==> src/ext_bus_pkg.sv <==
/*
 * Constants and carrier types of the external bus sequencer.
 * Assumes one clock and an 8-bit register address space.
 */
`default_nettype none

package ext_bus_pkg;

    // Register byte addresses on the register bus.
    localparam logic [7:0] LOW_PORT_OFS  = 8'h80;
    localparam logic [7:0] HIGH_PORT_OFS = 8'ha0;
    localparam logic [7:0] AUX_PORT_OFS  = 8'hb0;
    localparam logic [7:0] CLK_CTRL_OFS  = 8'h84;
    localparam logic [7:0] PIN_READ_OFS  = 8'h88;

    // Values after reset.
    localparam logic [7:0] PORT_RESET     = 8'hff;
    localparam logic       X2_REQ_RESET   = 1'b0;

    // Field positions.
    localparam int X2_REQ_BIT = 0;
    localparam int X2_ACT_BIT = 1;
    localparam int WR_BIT     = 6;
    localparam int RD_BIT     = 7;

    // Machine cycle: six states, two address slots, strobe windows.
    localparam logic [2:0] LAST_STATE    = 3'h5;
    localparam logic [2:0] ST_ADDR_A     = 3'h0;
    localparam logic [2:0] ST_ADDR_B     = 3'h3;
    localparam logic [2:0] ST_FETCH_A    = 3'h2;
    localparam logic [2:0] ST_FETCH_B    = 3'h5;
    localparam logic [2:0] ST_XFER_FIRST = 3'h1;
    localparam logic [2:0] ST_XFER_LAST  = 3'h4;

    // Reset pin: machine cycles held high, and boundaries counted for it.
    localparam logic [1:0] RESET_MCYCLES = 2'h2;
    localparam logic [1:0] RESET_EDGES   = RESET_MCYCLES + 2'h1;

    typedef enum logic [1:0] {
        CYC_INT_FETCH,
        CYC_EXT_FETCH,
        CYC_DATA_RD,
        CYC_DATA_WR
    } cycle_kind_t;

    typedef struct packed {
        logic        valid;
        logic        write;
        logic        wide;
        logic [15:0] addr;
        logic [7:0]  wdata;
    } xdata_req_t;

    typedef struct packed {
        logic       done;
        logic [7:0] rdata;
    } xdata_rsp_t;

    typedef struct packed {
        logic       valid;
        logic [7:0] data;
    } code_rsp_t;

endpackage

`default_nettype wire

==> src/machine_phase_gen.sv <==
/*
 * Phase generator: optional divide-by-two and a six-state counter.
 * Assumes mclk is the crystal input and x2_req a synchronous level.
 */
`default_nettype none
`timescale 1ns/1ns

module machine_phase_gen (
    input  wire logic       mclk,
    input  wire logic       arst_n,
    input  wire logic       x2_req,
    output logic            tick,
    output logic [2:0]      state_cur,
    output logic [2:0]      state_nxt,
    output logic            x2_active
);

    logic       half_q;
    logic       x2_q;
    logic [2:0] state_q;

    // Divide-by-two stage; its rising edge is the edge where half_q is low.
    always_ff @(posedge mclk or negedge arst_n) begin
        if (!arst_n) begin
            half_q <= 1'b0;
        end else begin
            half_q <= ~half_q;
        end
    end

    // Mode bit taken only on the divided clock's rising edge, so a switch
    // never yields a state shorter than one oscillator period.
    always_ff @(posedge mclk or negedge arst_n) begin
        if (!arst_n) begin
            x2_q <= ext_bus_pkg::X2_REQ_RESET;
        end else if (!half_q) begin
            x2_q <= x2_req;
        end
    end

    // Standard mode ticks every second period, double speed every period.
    assign tick = x2_q | half_q;

    // Six states per machine cycle.
    always_comb begin
        state_nxt = state_q;
        if (tick) begin
            state_nxt = (state_q == ext_bus_pkg::LAST_STATE) ? 3'h0
                      : state_q + 3'h1;
        end
    end

    always_ff @(posedge mclk or negedge arst_n) begin
        if (!arst_n) begin
            state_q <= 3'h0;
        end else begin
            state_q <= state_nxt;
        end
    end

    assign state_cur = state_q;
    assign x2_active = x2_q;

endmodule // machine_phase_gen

`default_nettype wire

==> src/ext_bus_ctrl.sv <==
/*
 * External bus sequencer: address, fetch, read and write strobes,
 * multiplexed low port, high address port, port latches and an
 * Avalon-MM register slave.
 * Assumes synchronous pins, wire levels resolved outside from out,
 * oe_n and pull, and a core that holds a data request until done.
 */
`default_nettype none
`timescale 1ns/1ns

module ext_bus_ctrl (
    input  wire logic                     mclk,
    input  wire logic                     arst_n,
    input  wire logic                     reset_pin,
    input  wire logic                     external_code_select_n,
    input  wire logic [15:0]              fetch_addr,
    input  wire ext_bus_pkg::xdata_req_t  xdata_req,
    output ext_bus_pkg::xdata_rsp_t       xdata_rsp,
    output ext_bus_pkg::code_rsp_t        code_rsp,
    output logic                          core_reset,
    output logic                          ale,
    output logic                          program_fetch_strobe_n,
    input  wire logic [7:0]               low_port_in,
    output logic [7:0]                    low_port_out,
    output logic [7:0]                    low_port_oe_n,
    input  wire logic [7:0]               high_port_in,
    output logic [7:0]                    high_port_out,
    output logic [7:0]                    high_port_oe_n,
    output logic [7:0]                    high_port_pull,
    input  wire logic [7:0]               aux_port_in,
    output logic [7:0]                    aux_port_out,
    output logic [7:0]                    aux_port_oe_n,
    output logic [7:0]                    aux_port_pull,
    input  wire logic [7:0]               avs_address,
    input  wire logic                     avs_read,
    input  wire logic                     avs_write,
    input  wire logic [31:0]              avs_writedata,
    output logic [31:0]                   avs_readdata,
    output logic                          avs_waitrequest
);

    logic                     tick;
    logic [2:0]               state_cur;
    logic [2:0]               state_nxt;
    logic                     x2_active;
    logic                     cycle_start;

    logic [7:0]               low_latch_q;
    logic [7:0]               high_latch_q;
    logic [7:0]               aux_latch_q;
    logic                     x2_req_q;
    logic                     wait_q;
    logic                     bus_req;
    logic                     bus_accept;
    logic [1:0]               rst_cnt_q;
    logic                     core_rst_q;

    ext_bus_pkg::cycle_kind_t kind_q;
    ext_bus_pkg::cycle_kind_t kind_d;
    ext_bus_pkg::xdata_req_t  req_q;
    ext_bus_pkg::xdata_req_t  req_d;
    logic [15:0]              addr_q;
    logic [15:0]              addr_d;

    logic                     ale_d;
    logic                     program_fetch_strobe_n_d;
    logic                     rd_n_d;
    logic                     wr_n_d;
    logic                     lp_bus;
    logic [7:0]               lp_val;
    logic                     hp_bus;
    logic [7:0]               aux_eff;

    // Phase generator; the mode request comes from the clock register.
    machine_phase_gen phase_gen (
        .mclk      (mclk),
        .arst_n    (arst_n),
        .x2_req    (x2_req_q),
        .tick      (tick),
        .state_cur (state_cur),
        .state_nxt (state_nxt),
        .x2_active (x2_active)
    );

    assign cycle_start = tick && (state_nxt == ext_bus_pkg::ST_ADDR_A);

    // Reset pin is counted in machine cycle boundaries; three boundaries
    // guarantee two whole cycles even when the pin rises mid-cycle.
    always_ff @(posedge mclk or negedge arst_n) begin
        if (!arst_n) begin
            rst_cnt_q  <= 2'h0;
            core_rst_q <= 1'b0;
        end else if (!reset_pin) begin
            rst_cnt_q  <= 2'h0;
            core_rst_q <= 1'b0;
        end else begin
            if (cycle_start && rst_cnt_q != ext_bus_pkg::RESET_EDGES) begin
                rst_cnt_q <= rst_cnt_q + 2'h1;
            end
            core_rst_q <= (rst_cnt_q == ext_bus_pkg::RESET_EDGES);
        end
    end

    // Bus slave: one wait cycle, then the access completes for one cycle.
    assign bus_req    = avs_read | avs_write;
    assign bus_accept = bus_req && !wait_q;

    always_ff @(posedge mclk or negedge arst_n) begin
        if (!arst_n) begin
            wait_q <= 1'b1;
        end else if (bus_req && wait_q) begin
            wait_q <= 1'b0;
        end else begin
            wait_q <= 1'b1;
        end
    end

    // Read data is prepared while waitrequest is still high, so it stands
    // at the edge where waitrequest is sampled low.
    always_ff @(posedge mclk or negedge arst_n) begin
        if (!arst_n) begin
            avs_readdata <= 32'h0;
        end else if (avs_read && wait_q) begin
            unique case (avs_address)
                ext_bus_pkg::LOW_PORT_OFS:
                    avs_readdata <= {24'h0, low_latch_q};
                ext_bus_pkg::HIGH_PORT_OFS:
                    avs_readdata <= {24'h0, high_latch_q};
                ext_bus_pkg::AUX_PORT_OFS:
                    avs_readdata <= {24'h0, aux_latch_q};
                ext_bus_pkg::CLK_CTRL_OFS:
                    avs_readdata <= {30'h0, x2_active, x2_req_q};
                ext_bus_pkg::PIN_READ_OFS:
                    avs_readdata <= {8'h00, aux_port_in, high_port_in,
                                     low_port_in};
                default:
                    avs_readdata <= 32'h0;
            endcase
        end
    end

    // Port latches and the mode bit; the pin reset beats a bus write.
    always_ff @(posedge mclk or negedge arst_n) begin
        if (!arst_n) begin
            low_latch_q  <= ext_bus_pkg::PORT_RESET;
            high_latch_q <= ext_bus_pkg::PORT_RESET;
            aux_latch_q  <= ext_bus_pkg::PORT_RESET;
            x2_req_q     <= ext_bus_pkg::X2_REQ_RESET;
        end else if (core_rst_q) begin
            low_latch_q  <= ext_bus_pkg::PORT_RESET;
            high_latch_q <= ext_bus_pkg::PORT_RESET;
            aux_latch_q  <= ext_bus_pkg::PORT_RESET;
            x2_req_q     <= ext_bus_pkg::X2_REQ_RESET;
        end else if (bus_accept && avs_write) begin
            unique case (avs_address)
                ext_bus_pkg::LOW_PORT_OFS:  low_latch_q  <= avs_writedata[7:0];
                ext_bus_pkg::HIGH_PORT_OFS: high_latch_q <= avs_writedata[7:0];
                ext_bus_pkg::AUX_PORT_OFS:  aux_latch_q  <= avs_writedata[7:0];
                ext_bus_pkg::CLK_CTRL_OFS:
                    x2_req_q <= avs_writedata[ext_bus_pkg::X2_REQ_BIT];
                default: ;
            endcase
        end
    end

    // Cycle kind and address chosen at cycle start, external fetch address again at slot B.  A data request is not
    // taken in the cycle its done pulse is still up, which would repeat it.
    always_comb begin
        kind_d = kind_q;
        req_d  = req_q;
        addr_d = addr_q;
        if (cycle_start) begin
            if (xdata_req.valid && !xdata_rsp.done && !core_rst_q) begin
                kind_d = xdata_req.write ? ext_bus_pkg::CYC_DATA_WR
                                         : ext_bus_pkg::CYC_DATA_RD;
                req_d  = xdata_req;
                addr_d = xdata_req.addr;
            end else if (!external_code_select_n && !core_rst_q) begin
                kind_d = ext_bus_pkg::CYC_EXT_FETCH;
                addr_d = fetch_addr;
            end else begin
                kind_d = ext_bus_pkg::CYC_INT_FETCH;
                addr_d = fetch_addr;
            end
        end else if (tick && state_nxt == ext_bus_pkg::ST_ADDR_B &&
                     kind_q == ext_bus_pkg::CYC_EXT_FETCH) begin
            addr_d = fetch_addr;
        end
    end

    always_ff @(posedge mclk or negedge arst_n) begin
        if (!arst_n) begin
            kind_q <= ext_bus_pkg::CYC_INT_FETCH;
            req_q  <= '0;
            addr_q <= 16'h0000;
        end else begin
            kind_q <= kind_d;
            req_q  <= req_d;
            addr_q <= addr_d;
        end
    end

    // Strobe and bus view for the state being entered, so pins and state
    // change on the same edge.
    always_comb begin
        ale_d    = 1'b0;
        program_fetch_strobe_n_d = 1'b1;
        rd_n_d   = 1'b1;
        wr_n_d   = 1'b1;
        lp_bus   = 1'b0;
        lp_val   = addr_d[7:0];
        hp_bus   = 1'b0;
        unique case (kind_d)
            ext_bus_pkg::CYC_INT_FETCH: begin
                ale_d = (state_nxt == ext_bus_pkg::ST_ADDR_A) ||
                        (state_nxt == ext_bus_pkg::ST_ADDR_B);
            end
            ext_bus_pkg::CYC_EXT_FETCH: begin
                ale_d    = (state_nxt == ext_bus_pkg::ST_ADDR_A) ||
                           (state_nxt == ext_bus_pkg::ST_ADDR_B);
                program_fetch_strobe_n_d = ale_d;
                lp_bus   = ale_d;
                hp_bus   = 1'b1;
            end
            ext_bus_pkg::CYC_DATA_RD: begin
                ale_d  = (state_nxt == ext_bus_pkg::ST_ADDR_A);
                lp_bus = ale_d;
                rd_n_d = !(state_nxt >= ext_bus_pkg::ST_XFER_FIRST &&
                           state_nxt <= ext_bus_pkg::ST_XFER_LAST);
                hp_bus = req_d.wide;
            end
            ext_bus_pkg::CYC_DATA_WR: begin
                ale_d  = (state_nxt == ext_bus_pkg::ST_ADDR_A);
                lp_bus = 1'b1;
                lp_val = ale_d ? addr_d[7:0] : req_d.wdata;
                wr_n_d = !(state_nxt >= ext_bus_pkg::ST_XFER_FIRST &&
                           state_nxt <= ext_bus_pkg::ST_XFER_LAST);
                hp_bus = req_d.wide;
            end
        endcase
    end

    // Strobes mask the aux latch, so a latch zero still holds the pin low.
    assign aux_eff = aux_latch_q & {rd_n_d, wr_n_d, 6'h3f};

    always_ff @(posedge mclk or negedge arst_n) begin
        if (!arst_n) begin
            ale                    <= 1'b0;
            program_fetch_strobe_n <= 1'b1;
        end else begin
            ale                    <= ale_d;
            program_fetch_strobe_n <= program_fetch_strobe_n_d;
        end
    end

    // Low port: strong drive of both levels as a bus, else open drain.
    // Outside bus slots of an external cycle the lines float for the read.
    always_ff @(posedge mclk or negedge arst_n) begin
        if (!arst_n) begin
            low_port_out  <= 8'h00;
            low_port_oe_n <= 8'hff;
        end else if (lp_bus) begin
            low_port_out  <= lp_val;
            low_port_oe_n <= 8'h00;
        end else begin
            low_port_out  <= 8'h00;
            low_port_oe_n <= (kind_d == ext_bus_pkg::CYC_INT_FETCH)
                             ? low_latch_q : 8'hff;
        end
    end

    // High and aux ports: a latch one releases the pin onto the pull-up.
    always_ff @(posedge mclk or negedge arst_n) begin
        if (!arst_n) begin
            high_port_out  <= 8'h00;
            high_port_oe_n <= 8'hff;
            high_port_pull <= 8'hff;
            aux_port_out   <= 8'h00;
            aux_port_oe_n  <= 8'hff;
            aux_port_pull  <= 8'hff;
        end else begin
            if (hp_bus) begin
                high_port_out  <= addr_d[15:8];
                high_port_oe_n <= 8'h00;
                high_port_pull <= 8'h00;
            end else begin
                high_port_out  <= 8'h00;
                high_port_oe_n <= high_latch_q;
                high_port_pull <= high_latch_q;
            end
            aux_port_out  <= 8'h00;
            aux_port_oe_n <= aux_eff;
            aux_port_pull <= aux_eff;
        end
    end

    // Capture at the tick that ends a strobe window; pins have held it
    // for the whole state.
    always_ff @(posedge mclk or negedge arst_n) begin
        if (!arst_n) begin
            code_rsp  <= '0;
            xdata_rsp <= '0;
        end else begin
            code_rsp.valid <= tick && kind_q == ext_bus_pkg::CYC_EXT_FETCH &&
                              (state_cur == ext_bus_pkg::ST_FETCH_A ||
                               state_cur == ext_bus_pkg::ST_FETCH_B);
            if (tick && kind_q == ext_bus_pkg::CYC_EXT_FETCH) begin
                code_rsp.data <= low_port_in;
            end
            xdata_rsp.done <= tick &&
                              state_cur == ext_bus_pkg::ST_XFER_LAST &&
                              (kind_q == ext_bus_pkg::CYC_DATA_RD ||
                               kind_q == ext_bus_pkg::CYC_DATA_WR);
            if (tick && state_cur == ext_bus_pkg::ST_XFER_LAST &&
                kind_q == ext_bus_pkg::CYC_DATA_RD) begin
                xdata_rsp.rdata <= low_port_in;
            end
        end
    end

    assign avs_waitrequest = wait_q;

    always_ff @(posedge mclk or negedge arst_n) begin
        if (!arst_n) begin
            core_reset <= 1'b0;
        end else begin
            core_reset <= core_rst_q;
        end
    end

endmodule // ext_bus_ctrl

`default_nettype wire

==> config.mk <==
export PLATFORM = sky130hd
export DESIGN_NAME = ext_bus_ctrl
export DESIGN_NICKNAME = d
export VERILOG_FILES = /design/src/ext_bus_pkg.sv /design/src/machine_phase_gen.sv /design/src/ext_bus_ctrl.sv
export SDC_FILE = /design/constraint.sdc
export NUM_CORES = 1
export LEC_CHECK = 0
export BUFFER_PORTS_ARGS = -buffer_cell sky130_fd_sc_hd__clkbuf_2
export CAP_MARGIN = 10
export CORE_ASPECT_RATIO = 0.6
export CORE_UTILIZATION = 45
export DETAILED_ROUTE_END_ITERATION = 12
export HOLD_SLACK_MARGIN = 0.1
export PLACE_DENSITY = 0.78
export SLEW_MARGIN = 10
export SYNTH_ARGS = -nofsm -noshare
export SYNTH_HDL_FRONTEND = slang
export SYNTH_HIERARCHICAL = 1
export SYNTH_SLANG_ARGS = --single-unit
==> constraint.sdc <==
create_clock -name mclk -period 2.5 [get_ports mclk]
set_clock_uncertainty 0.2 [all_clocks]
set_input_delay 0.625 -clock mclk [delete_from_list [all_inputs] [get_ports mclk]]
set_output_delay 0.625 -clock mclk [all_outputs]
set_load 0.005 [all_outputs]
=== Yosys cells after proc, flatten, opt, wreduce, memory -nomap -nowiden ===
Cells that the tools add are included.

* Flip-flop bits (word level): 170
* Output and inout port bits: 118
* Logic and storage cells: 134

* $add $sub $neg: 2
* Order comparisons: 2
* Equality and inequality tests: 18
* Mux-type cells: 41
* Bitwise gates (word level): 4
* Reduce and logical (&&, ||, !) cells: 39

{| class="wikitable"
|+ Operator list
! cell !! count
|-
| $mux 8 || 16
|-
| $pmux 24 s5 || 1
|-
| $mux 25 || 2
|-
| $mux 16 || 3
|-
| $eq 8x8->1 const B || 5
|-
| $logic_and 1x1->1 || 17
|-
| $eq 2x2->1 const B || 5
|-
| $mux 1 || 10
|-
| $reduce_and 2->1 || 5
|-
| $reduce_bool 2->1 || 5
|-
| $and 8x8->8 || 1
|-
| $mux 2 || 4
|-
| $eq 3x2->1 const B || 2
|-
| $eq 3x3->1 const B || 2
|-
| $mux 3 || 2
|-
| $logic_not 1->1 || 5
|-
| $eq 2x1->1 const B || 2
|-
| $pmux 1 s2 || 2
|-
| $reduce_or 2->1 || 2
|-
| $add 3x1->3 const B || 1
|-
| $ge 3x1->1 const B || 1
|-
| $le 3x3->1 const B || 1
|-
| $logic_not 3->1 || 1
|-
| $logic_or 1x1->1 || 3
|-
| other kinds (7) || 8
|}

=== Logic depth before layout (Yosys ltp) ===
* Depth after elaboration: 11
* Mapped depth: 8

=== Hierarchy ===
The synthesis kept the hierarchy.

{| class="wikitable"
|+ By module, submodules not included
! module !! times used !! cells an instance !! area an instance (µm²)
|-
| ext_bus_ctrl || 1 || 488 || 6,122.1
|-
| machine_phase_gen || 1 || 14 || 196.4
|}

=== Least setup slack after synthesis ===
OpenSTA, ideal clock, no wires.

* Kind: reg-to-reg
* Start point: register phase_gen.half_q
* End point: register req_q[0] in the netlist's numbering
* Library setup time: 0.125 ns
* Data arrival time: 2.387 ns
* Required time: 2.175 ns
* Setup slack: -0.212 ns
* Cell stages (with the launch flop): 7
* Path buffers: 1
* Cell sequence: dfrtp_1 o21ai_2 mux2_1 or4b_4 nor3_4 buf_4 mux2_2

{| class="wikitable"
|+ RTL lines
! item !! line !! source
|-
| start: declaration || machine_phase_gen.sv:18 || <nowiki>logic half_q;</nowiki>
|-
| start signal: assignment || machine_phase_gen.sv:27 || <nowiki>half_q <= ~half_q;</nowiki>
|-
| end signal: assignment || ext_bus_ctrl.sv:198 || <nowiki>req_q <= req_d;</nowiki>
|-
| end: declaration || ext_bus_ctrl.sv:60 || <nowiki>ext_bus_pkg::xdata_req_t req_q;</nowiki>
|}

=== Worst setup path after layout ===
* Start point: register phase_gen.half_q
* End point: register high_port_out[3]

* Word-level cells in the longest chain between the ends: 9
* Elaborated cells between the ends (all ways): 17
* Classes of those cells: eq/ne (4); mux (7); bitwise (1); reduce/logical (5)

{| class="wikitable"
|+ Ends and longest elaborated chain
! item !! line !! source
|-
| $or 1x1->1 * || machine_phase_gen.sv:42 || <nowiki>assign tick = x2_q | half_q;</nowiki>
|-
| $mux 3 * || machine_phase_gen.sv:47 || <nowiki>if (tick) begin</nowiki>
|-
| named net state_nxt[1] || ext_bus_ctrl.sv:44 || <nowiki>logic [2:0] state_nxt;</nowiki>
|-
| $logic_not 3->1 || ext_bus_ctrl.sv:85 || <nowiki>assign cycle_start = tick && (state_nxt == ext_bus_pkg::ST_ADDR_A);</nowiki>
|-
| $logic_and 1x1->1 || ext_bus_ctrl.sv:85 ||
|-
| $mux 2 || ext_bus_ctrl.sv:172 || <nowiki>if (cycle_start) begin</nowiki>
|-
| $eq 2x2->1 || ext_bus_ctrl.sv:213 || <nowiki>unique case (kind_d)</nowiki>
|-
| $reduce_or 2->1 (no source line) || -- ||
|-
| $pmux 1 s2 || ext_bus_ctrl.sv:213 ||
|-
| $mux 8 * || ext_bus_ctrl.sv:282 || <nowiki>if (hp_bus) begin</nowiki>
|-
| end signal: assignment || ext_bus_ctrl.sv:283 || <nowiki>high_port_out <= addr_d[15:8];</nowiki>
|-
| end: declaration || ext_bus_ctrl.sv:27 || <nowiki>output logic [7:0] high_port_out,</nowiki>
|}

The timed path passes the listed nets; every way through them passes the cells marked *.
A chain may end at the register's enable or synchronous reset.

==> results.md <==
- The first global-routing pass estimated 25,400 µm of wire.
- sky130_fd_sc_hd__dfrtp_1 takes more of the synthesized area than any other cell.
- The Yosys step of the flow raised 6 warnings.
- The via count of the first global-routing pass is just under 5,000.
- For this run, the share of the core covered by cells in the final layout is between 60% and 70%.
- The clock drives ~150 sinks.
- The clock tree synthesis step divided the H-tree into 4 levels.
- The mean routed wirelength per cell is 18.0 µm.
- The worst setup path is launched from a flop.
- The per-cell via count in the routed design is a little over 5.
- In the finished design, the share of the clock period the worst path needs comes to 109%.
- The overall power after layout is 9770 µW.
- The sequential element share of the synthesized area is roughly 60%.
- Global routing used between 20% and 30% of the available tracks across all layers.
- The critical path endpoint category is a flop.
- The final weighted congestion in routability-driven placement is about 0.80.
- The type of the setup path with the least slack is flop to flop.
- Ranked by total cell area, the synthesized netlist is headed by sky130_fd_sc_hd__dfrtp_1, sky130_fd_sc_hd__dfstp_2, sky130_fd_sc_hd__mux2_2, sky130_fd_sc_hd__mux2i_1, sky130_fd_sc_hd__buf_4.
- The initialized floorplan defines 33 standard-cell rows.
- In this run the power density over the cells is between 1000 and 1500 nW/µm².
- For this block, the initial DRC count from the detailed router was roughly 360.
- The final reports fail on setup timing.
- The synthesis-to-finish area growth is 32.0%.
- Wires add up to 16,600 µm.
- The tree is rooted in a sky130_fd_sc_hd__clkbuf_16.
- For this run the aggregate overflow at the end of global routing stands at 0.
- The peak supply drop is about 0.53 mV.
- The cell area after synthesis is 6320 µm².
- In this run the count of I/O pins placed on the die edge is ~230.
- The clock transition at the register clock pins on the worst setup and hold paths after CTS is around 60 ps.
- The area occupied by registers is 3720 µm².
- The netlist uses 56 different library cells.
- The count of endpoints failing hold in the final timing report is 0.
- Yosys mapped a number of flops with a built-in enable equal to 0.
- Summing all non-filler instances in the final layout gives an area of around 8300 µm².
- The die footprint is 14,500 µm².
- Among all flip-flop cells after synthesis, the most frequent one is sky130_fd_sc_hd__dfrtp_1.
- Including well taps, the total number of placed cells is a little under 900.
- Setup repair after global routing could not meet its margin everywhere.
- The multi-input combinational cells in the finished layout cover a total of 2320 µm².
- The min-delay analysis places its worst path in the category flop to flop.
- The minimum clock period after layout is about 2700 ps.
- The placed wire-length estimate after detailed placement is roughly 12,000 µm.
- The count of maximum capacitance violations is 0.
- The minimum setup slack in the final design is -227 ps.
- At the placement stage, the worst setup path has a slack of -276 ps.
- The flow ran to the end, but the final reports show violations.
- Entering global routing, the biggest net connects slightly below 50 pins.
- The cell count after synthesis is approximately 500.
- The total area inside the core boundary comes to between 10,000 and 15,000 µm².
- Buffers inserted during clock tree synthesis total 17.
- The synthesized design devotes to its leading area cell type a little under two fifths of total area.
- The synthesized area per cell is between 10 and 15 µm².
- After detailed routing, the number of remaining DRC violations is 0.
- The total via count in the routed design is ~4,700.
- The clock reaches the later pin of the worst-skew pair after 410 ps.
- For this design the static power due to leakage is between 0.004 and 0.005 µW.
- Counting flops with an async set or reset pin after synthesis yields a share of between 90% and 100%.
- TritonCTS built the clock tree.
- The top achievable clock speed is 367 MHz.
- The share of layout cells above drive strength 1 is between 50% and 60%.
- The initial utilization of the core area, before any placement, comes to between 40% and 50%.
- In this run the worst path has a maximum fanout of 8.
- The post-placement cell area is roughly 7600 µm².
- The flop and latch count out of synthesis is approximately 150.
- The layout has around 1,000 filler cells.
- The max-slew violation total from the final report came to 0.
- The vertical die dimension is 93.8 µm.
- Data on the critical path is required at its endpoint by 2650 ps.
- In this run the deepest clock path goes through 2 buffers.
- The final setup violation count is 51.
- The first detailed-routing pass took 5 iterations.
- The total number of nets in the final design is 829.
- The detail route stage leaves a number of antenna-violating nets equal to 0.
- The number of cells in the finished layout apart from fillers is ~920.
- The initial antenna violation count is 1.
- The number of buffers inserted by port buffering is 190.
- Data on the critical path arrives at its endpoint at roughly 2900 ps.
- The die is around 150 µm wide.
cell usage after synthesis (2+ instances only):
cell type and instances:
sky130_fd_sc_hd__dfrtp_1 96, sky130_fd_sc_hd__dfstp_2 50, sky130_fd_sc_hd__nor2_1 48, sky130_fd_sc_hd__mux2_2 35, sky130_fd_sc_hd__buf_4 34, sky130_fd_sc_hd__mux2i_1 27
sky130_fd_sc_hd__a22o_1 22, sky130_fd_sc_hd__inv_1 20, sky130_fd_sc_hd__a222oi_1 16, sky130_fd_sc_hd__nand2_1 15, sky130_fd_sc_hd__clkbuf_1 14, sky130_fd_sc_hd__o21ai_0 11
sky130_fd_sc_hd__nor3_1 10, sky130_fd_sc_hd__and2_1 9, sky130_fd_sc_hd__o21a_1 8, sky130_fd_sc_hd__a211oi_1 6, sky130_fd_sc_hd__a22oi_1 6, sky130_fd_sc_hd__buf_2 6
sky130_fd_sc_hd__nand2b_1 6, sky130_fd_sc_hd__nor2b_1 5, sky130_fd_sc_hd__buf_6 4, sky130_fd_sc_hd__a21o_1 3, sky130_fd_sc_hd__a21oi_1 3, sky130_fd_sc_hd__nand3_1 3
sky130_fd_sc_hd__xor2_1 3, sky130_fd_sc_hd__a211oi_2 2, sky130_fd_sc_hd__a21boi_0 2, sky130_fd_sc_hd__a32oi_1 2, sky130_fd_sc_hd__and2_4 2, sky130_fd_sc_hd__mux2_1 2
sky130_fd_sc_hd__nor3b_2 2, sky130_fd_sc_hd__nor4_4 2, sky130_fd_sc_hd__nor4b_1 2, sky130_fd_sc_hd__o2bb2ai_1 2, sky130_fd_sc_hd__o31ai_1 2, sky130_fd_sc_hd__or2_2 2
placed cells by master (no fill, tap or decap), types with 15 or more instances in the layout:
cell	netlist	final
sky130_fd_sc_hd__clkbuf_2	0	189
sky130_fd_sc_hd__nand2_1	15	15
sky130_fd_sc_hd__mux2_2	35	30
sky130_fd_sc_hd__clkbuf_16	0	18
sky130_fd_sc_hd__dfrtp_1	96	96
sky130_fd_sc_hd__buf_4	34	33
sky130_fd_sc_hd__mux2i_1	27	27
sky130_fd_sc_hd__conb_1	1	16
sky130_fd_sc_hd__a222oi_1	16	16
sky130_fd_sc_hd__dfstp_2	50	50
sky130_fd_sc_hd__nor2_1	48	46
sky130_fd_sc_hd__a22o_1	22	22
sky130_fd_sc_hd__inv_1	20	19
per-layer routing:
layer  vias to the layer above  share of wire, %  track usage (%)
li1                       2158                 -                -
met1                      2358                44             30.7
met2                       208                47             37.2
met3                        20               7.8             7.66
met4                         0               1.2             6.60
met5                         -                 0                0
worst max-delay path, cell delays in order (launching register included):
cell                       delay (ps)
sky130_fd_sc_hd__dfrtp_1          400
sky130_fd_sc_hd__o21ai_2          230
sky130_fd_sc_hd__mux2_4           340
sky130_fd_sc_hd__or4b_4           620
sky130_fd_sc_hd__o22ai_4          220
sky130_fd_sc_hd__buf_6            170
sky130_fd_sc_hd__buf_6            140
sky130_fd_sc_hd__a222oi_1          80
sky130_fd_sc_hd__buf_4            150
sky130_fd_sc_hd__nor2_1           100
what timing repair did:
item                                    CTS  global route
cloned                                    1             0
buffers inserted                          7             0
resized for setup                        20            14
hold buffers                              1             0
pin swaps                                 7            10
endpoints found under the setup margin   60            59
hold endpoints to repair                 18             0
logic make-up (layout without fill, tap and decap cells):
family,after synthesis,in the layout,synth area share (%)
AO/OA/AOI/OAI,91,92,11.9
XOR/XNOR,3,3,0.416
adder cells (fa/ha/maj),1,1,0.198
buffers and inverters,79,289,7.31
flip-flops,146,146,58.8
multiplexers,64,64,10.9
other,1,17,0.0593
AND/OR/NAND/NOR,117,117,10.4
through the flow:
stage	hold slack [ps]	setup TNS, ps
6_report	172	-6510
4_1_cts	164	-4650
5_1_grt	176	-10830
3_5_place_dp	165	-8160
2_1_floorplan	129	-806
3_3_place_gp	167	-3350
final timing paths:
check,depth (start not counted),endpoint,from,slack (ps)
max in group asynchronous,3,aux_latch_q[5]$_DFFE_PN1P_,arst_n,980
hold / removal,0,aux_port_pull[1]$_DFF_PN1_,aux_latch_q[1]$_DFFE_PN1P_,170
setup reg to reg,9,high_port_out[3]$_DFF_PN0_,phase_gen/half_q$_DFF_PN0_,-230
setup / recovery,9,high_port_out[3]$_DFF_PN0_,phase_gen/half_q$_DFF_PN0_,-230
min in group asynchronous,2,aux_port_pull[2]$_DFF_PN1_,arst_n,610
hold reg to reg,0,aux_port_pull[1]$_DFF_PN1_,aux_latch_q[1]$_DFFE_PN1P_,170
area by class of cell:
class | count | area share (%)
Antenna cell | 1 | 0.0300
Sequential cell | 146 | 44.6
Timing Repair Buffer | 237 | 17.0
Inverter | 20 | 0.900
Tap cell | 192 | 2.88
Multi-Input combinational cell | 293 | 27.8
Clock inverter | 12 | 1.41
Clock buffer | 20 | 5.49
state kept, by name, indices dropped and copies added, names as in the netlist, 2 cells and up:
signal / count
low_port_oe_n: 8
high_latch_q: 8
avs_readdata: 24
high_port_out: 8
phase_gen/state_cur: 3
aux_port_pull: 8
code_rsp: 9
xdata_rsp: 9
low_port_out: 8
addr_q: 16
kind_q: 2
aux_latch_q: 8
low_latch_q: 8
high_port_pull: 8
rst_cnt_q: 2
req_q: 9
report_power, final:
part	total [µW]	internal (µW)	switching (µW)	leakage (µW)
clock	2490	1450	1040	0.000283
sequential	3520	3160	364	0.00175
combinational	3760	1950	1810	0.00207
Note: power is estimated with default switching activity, not from simulation.
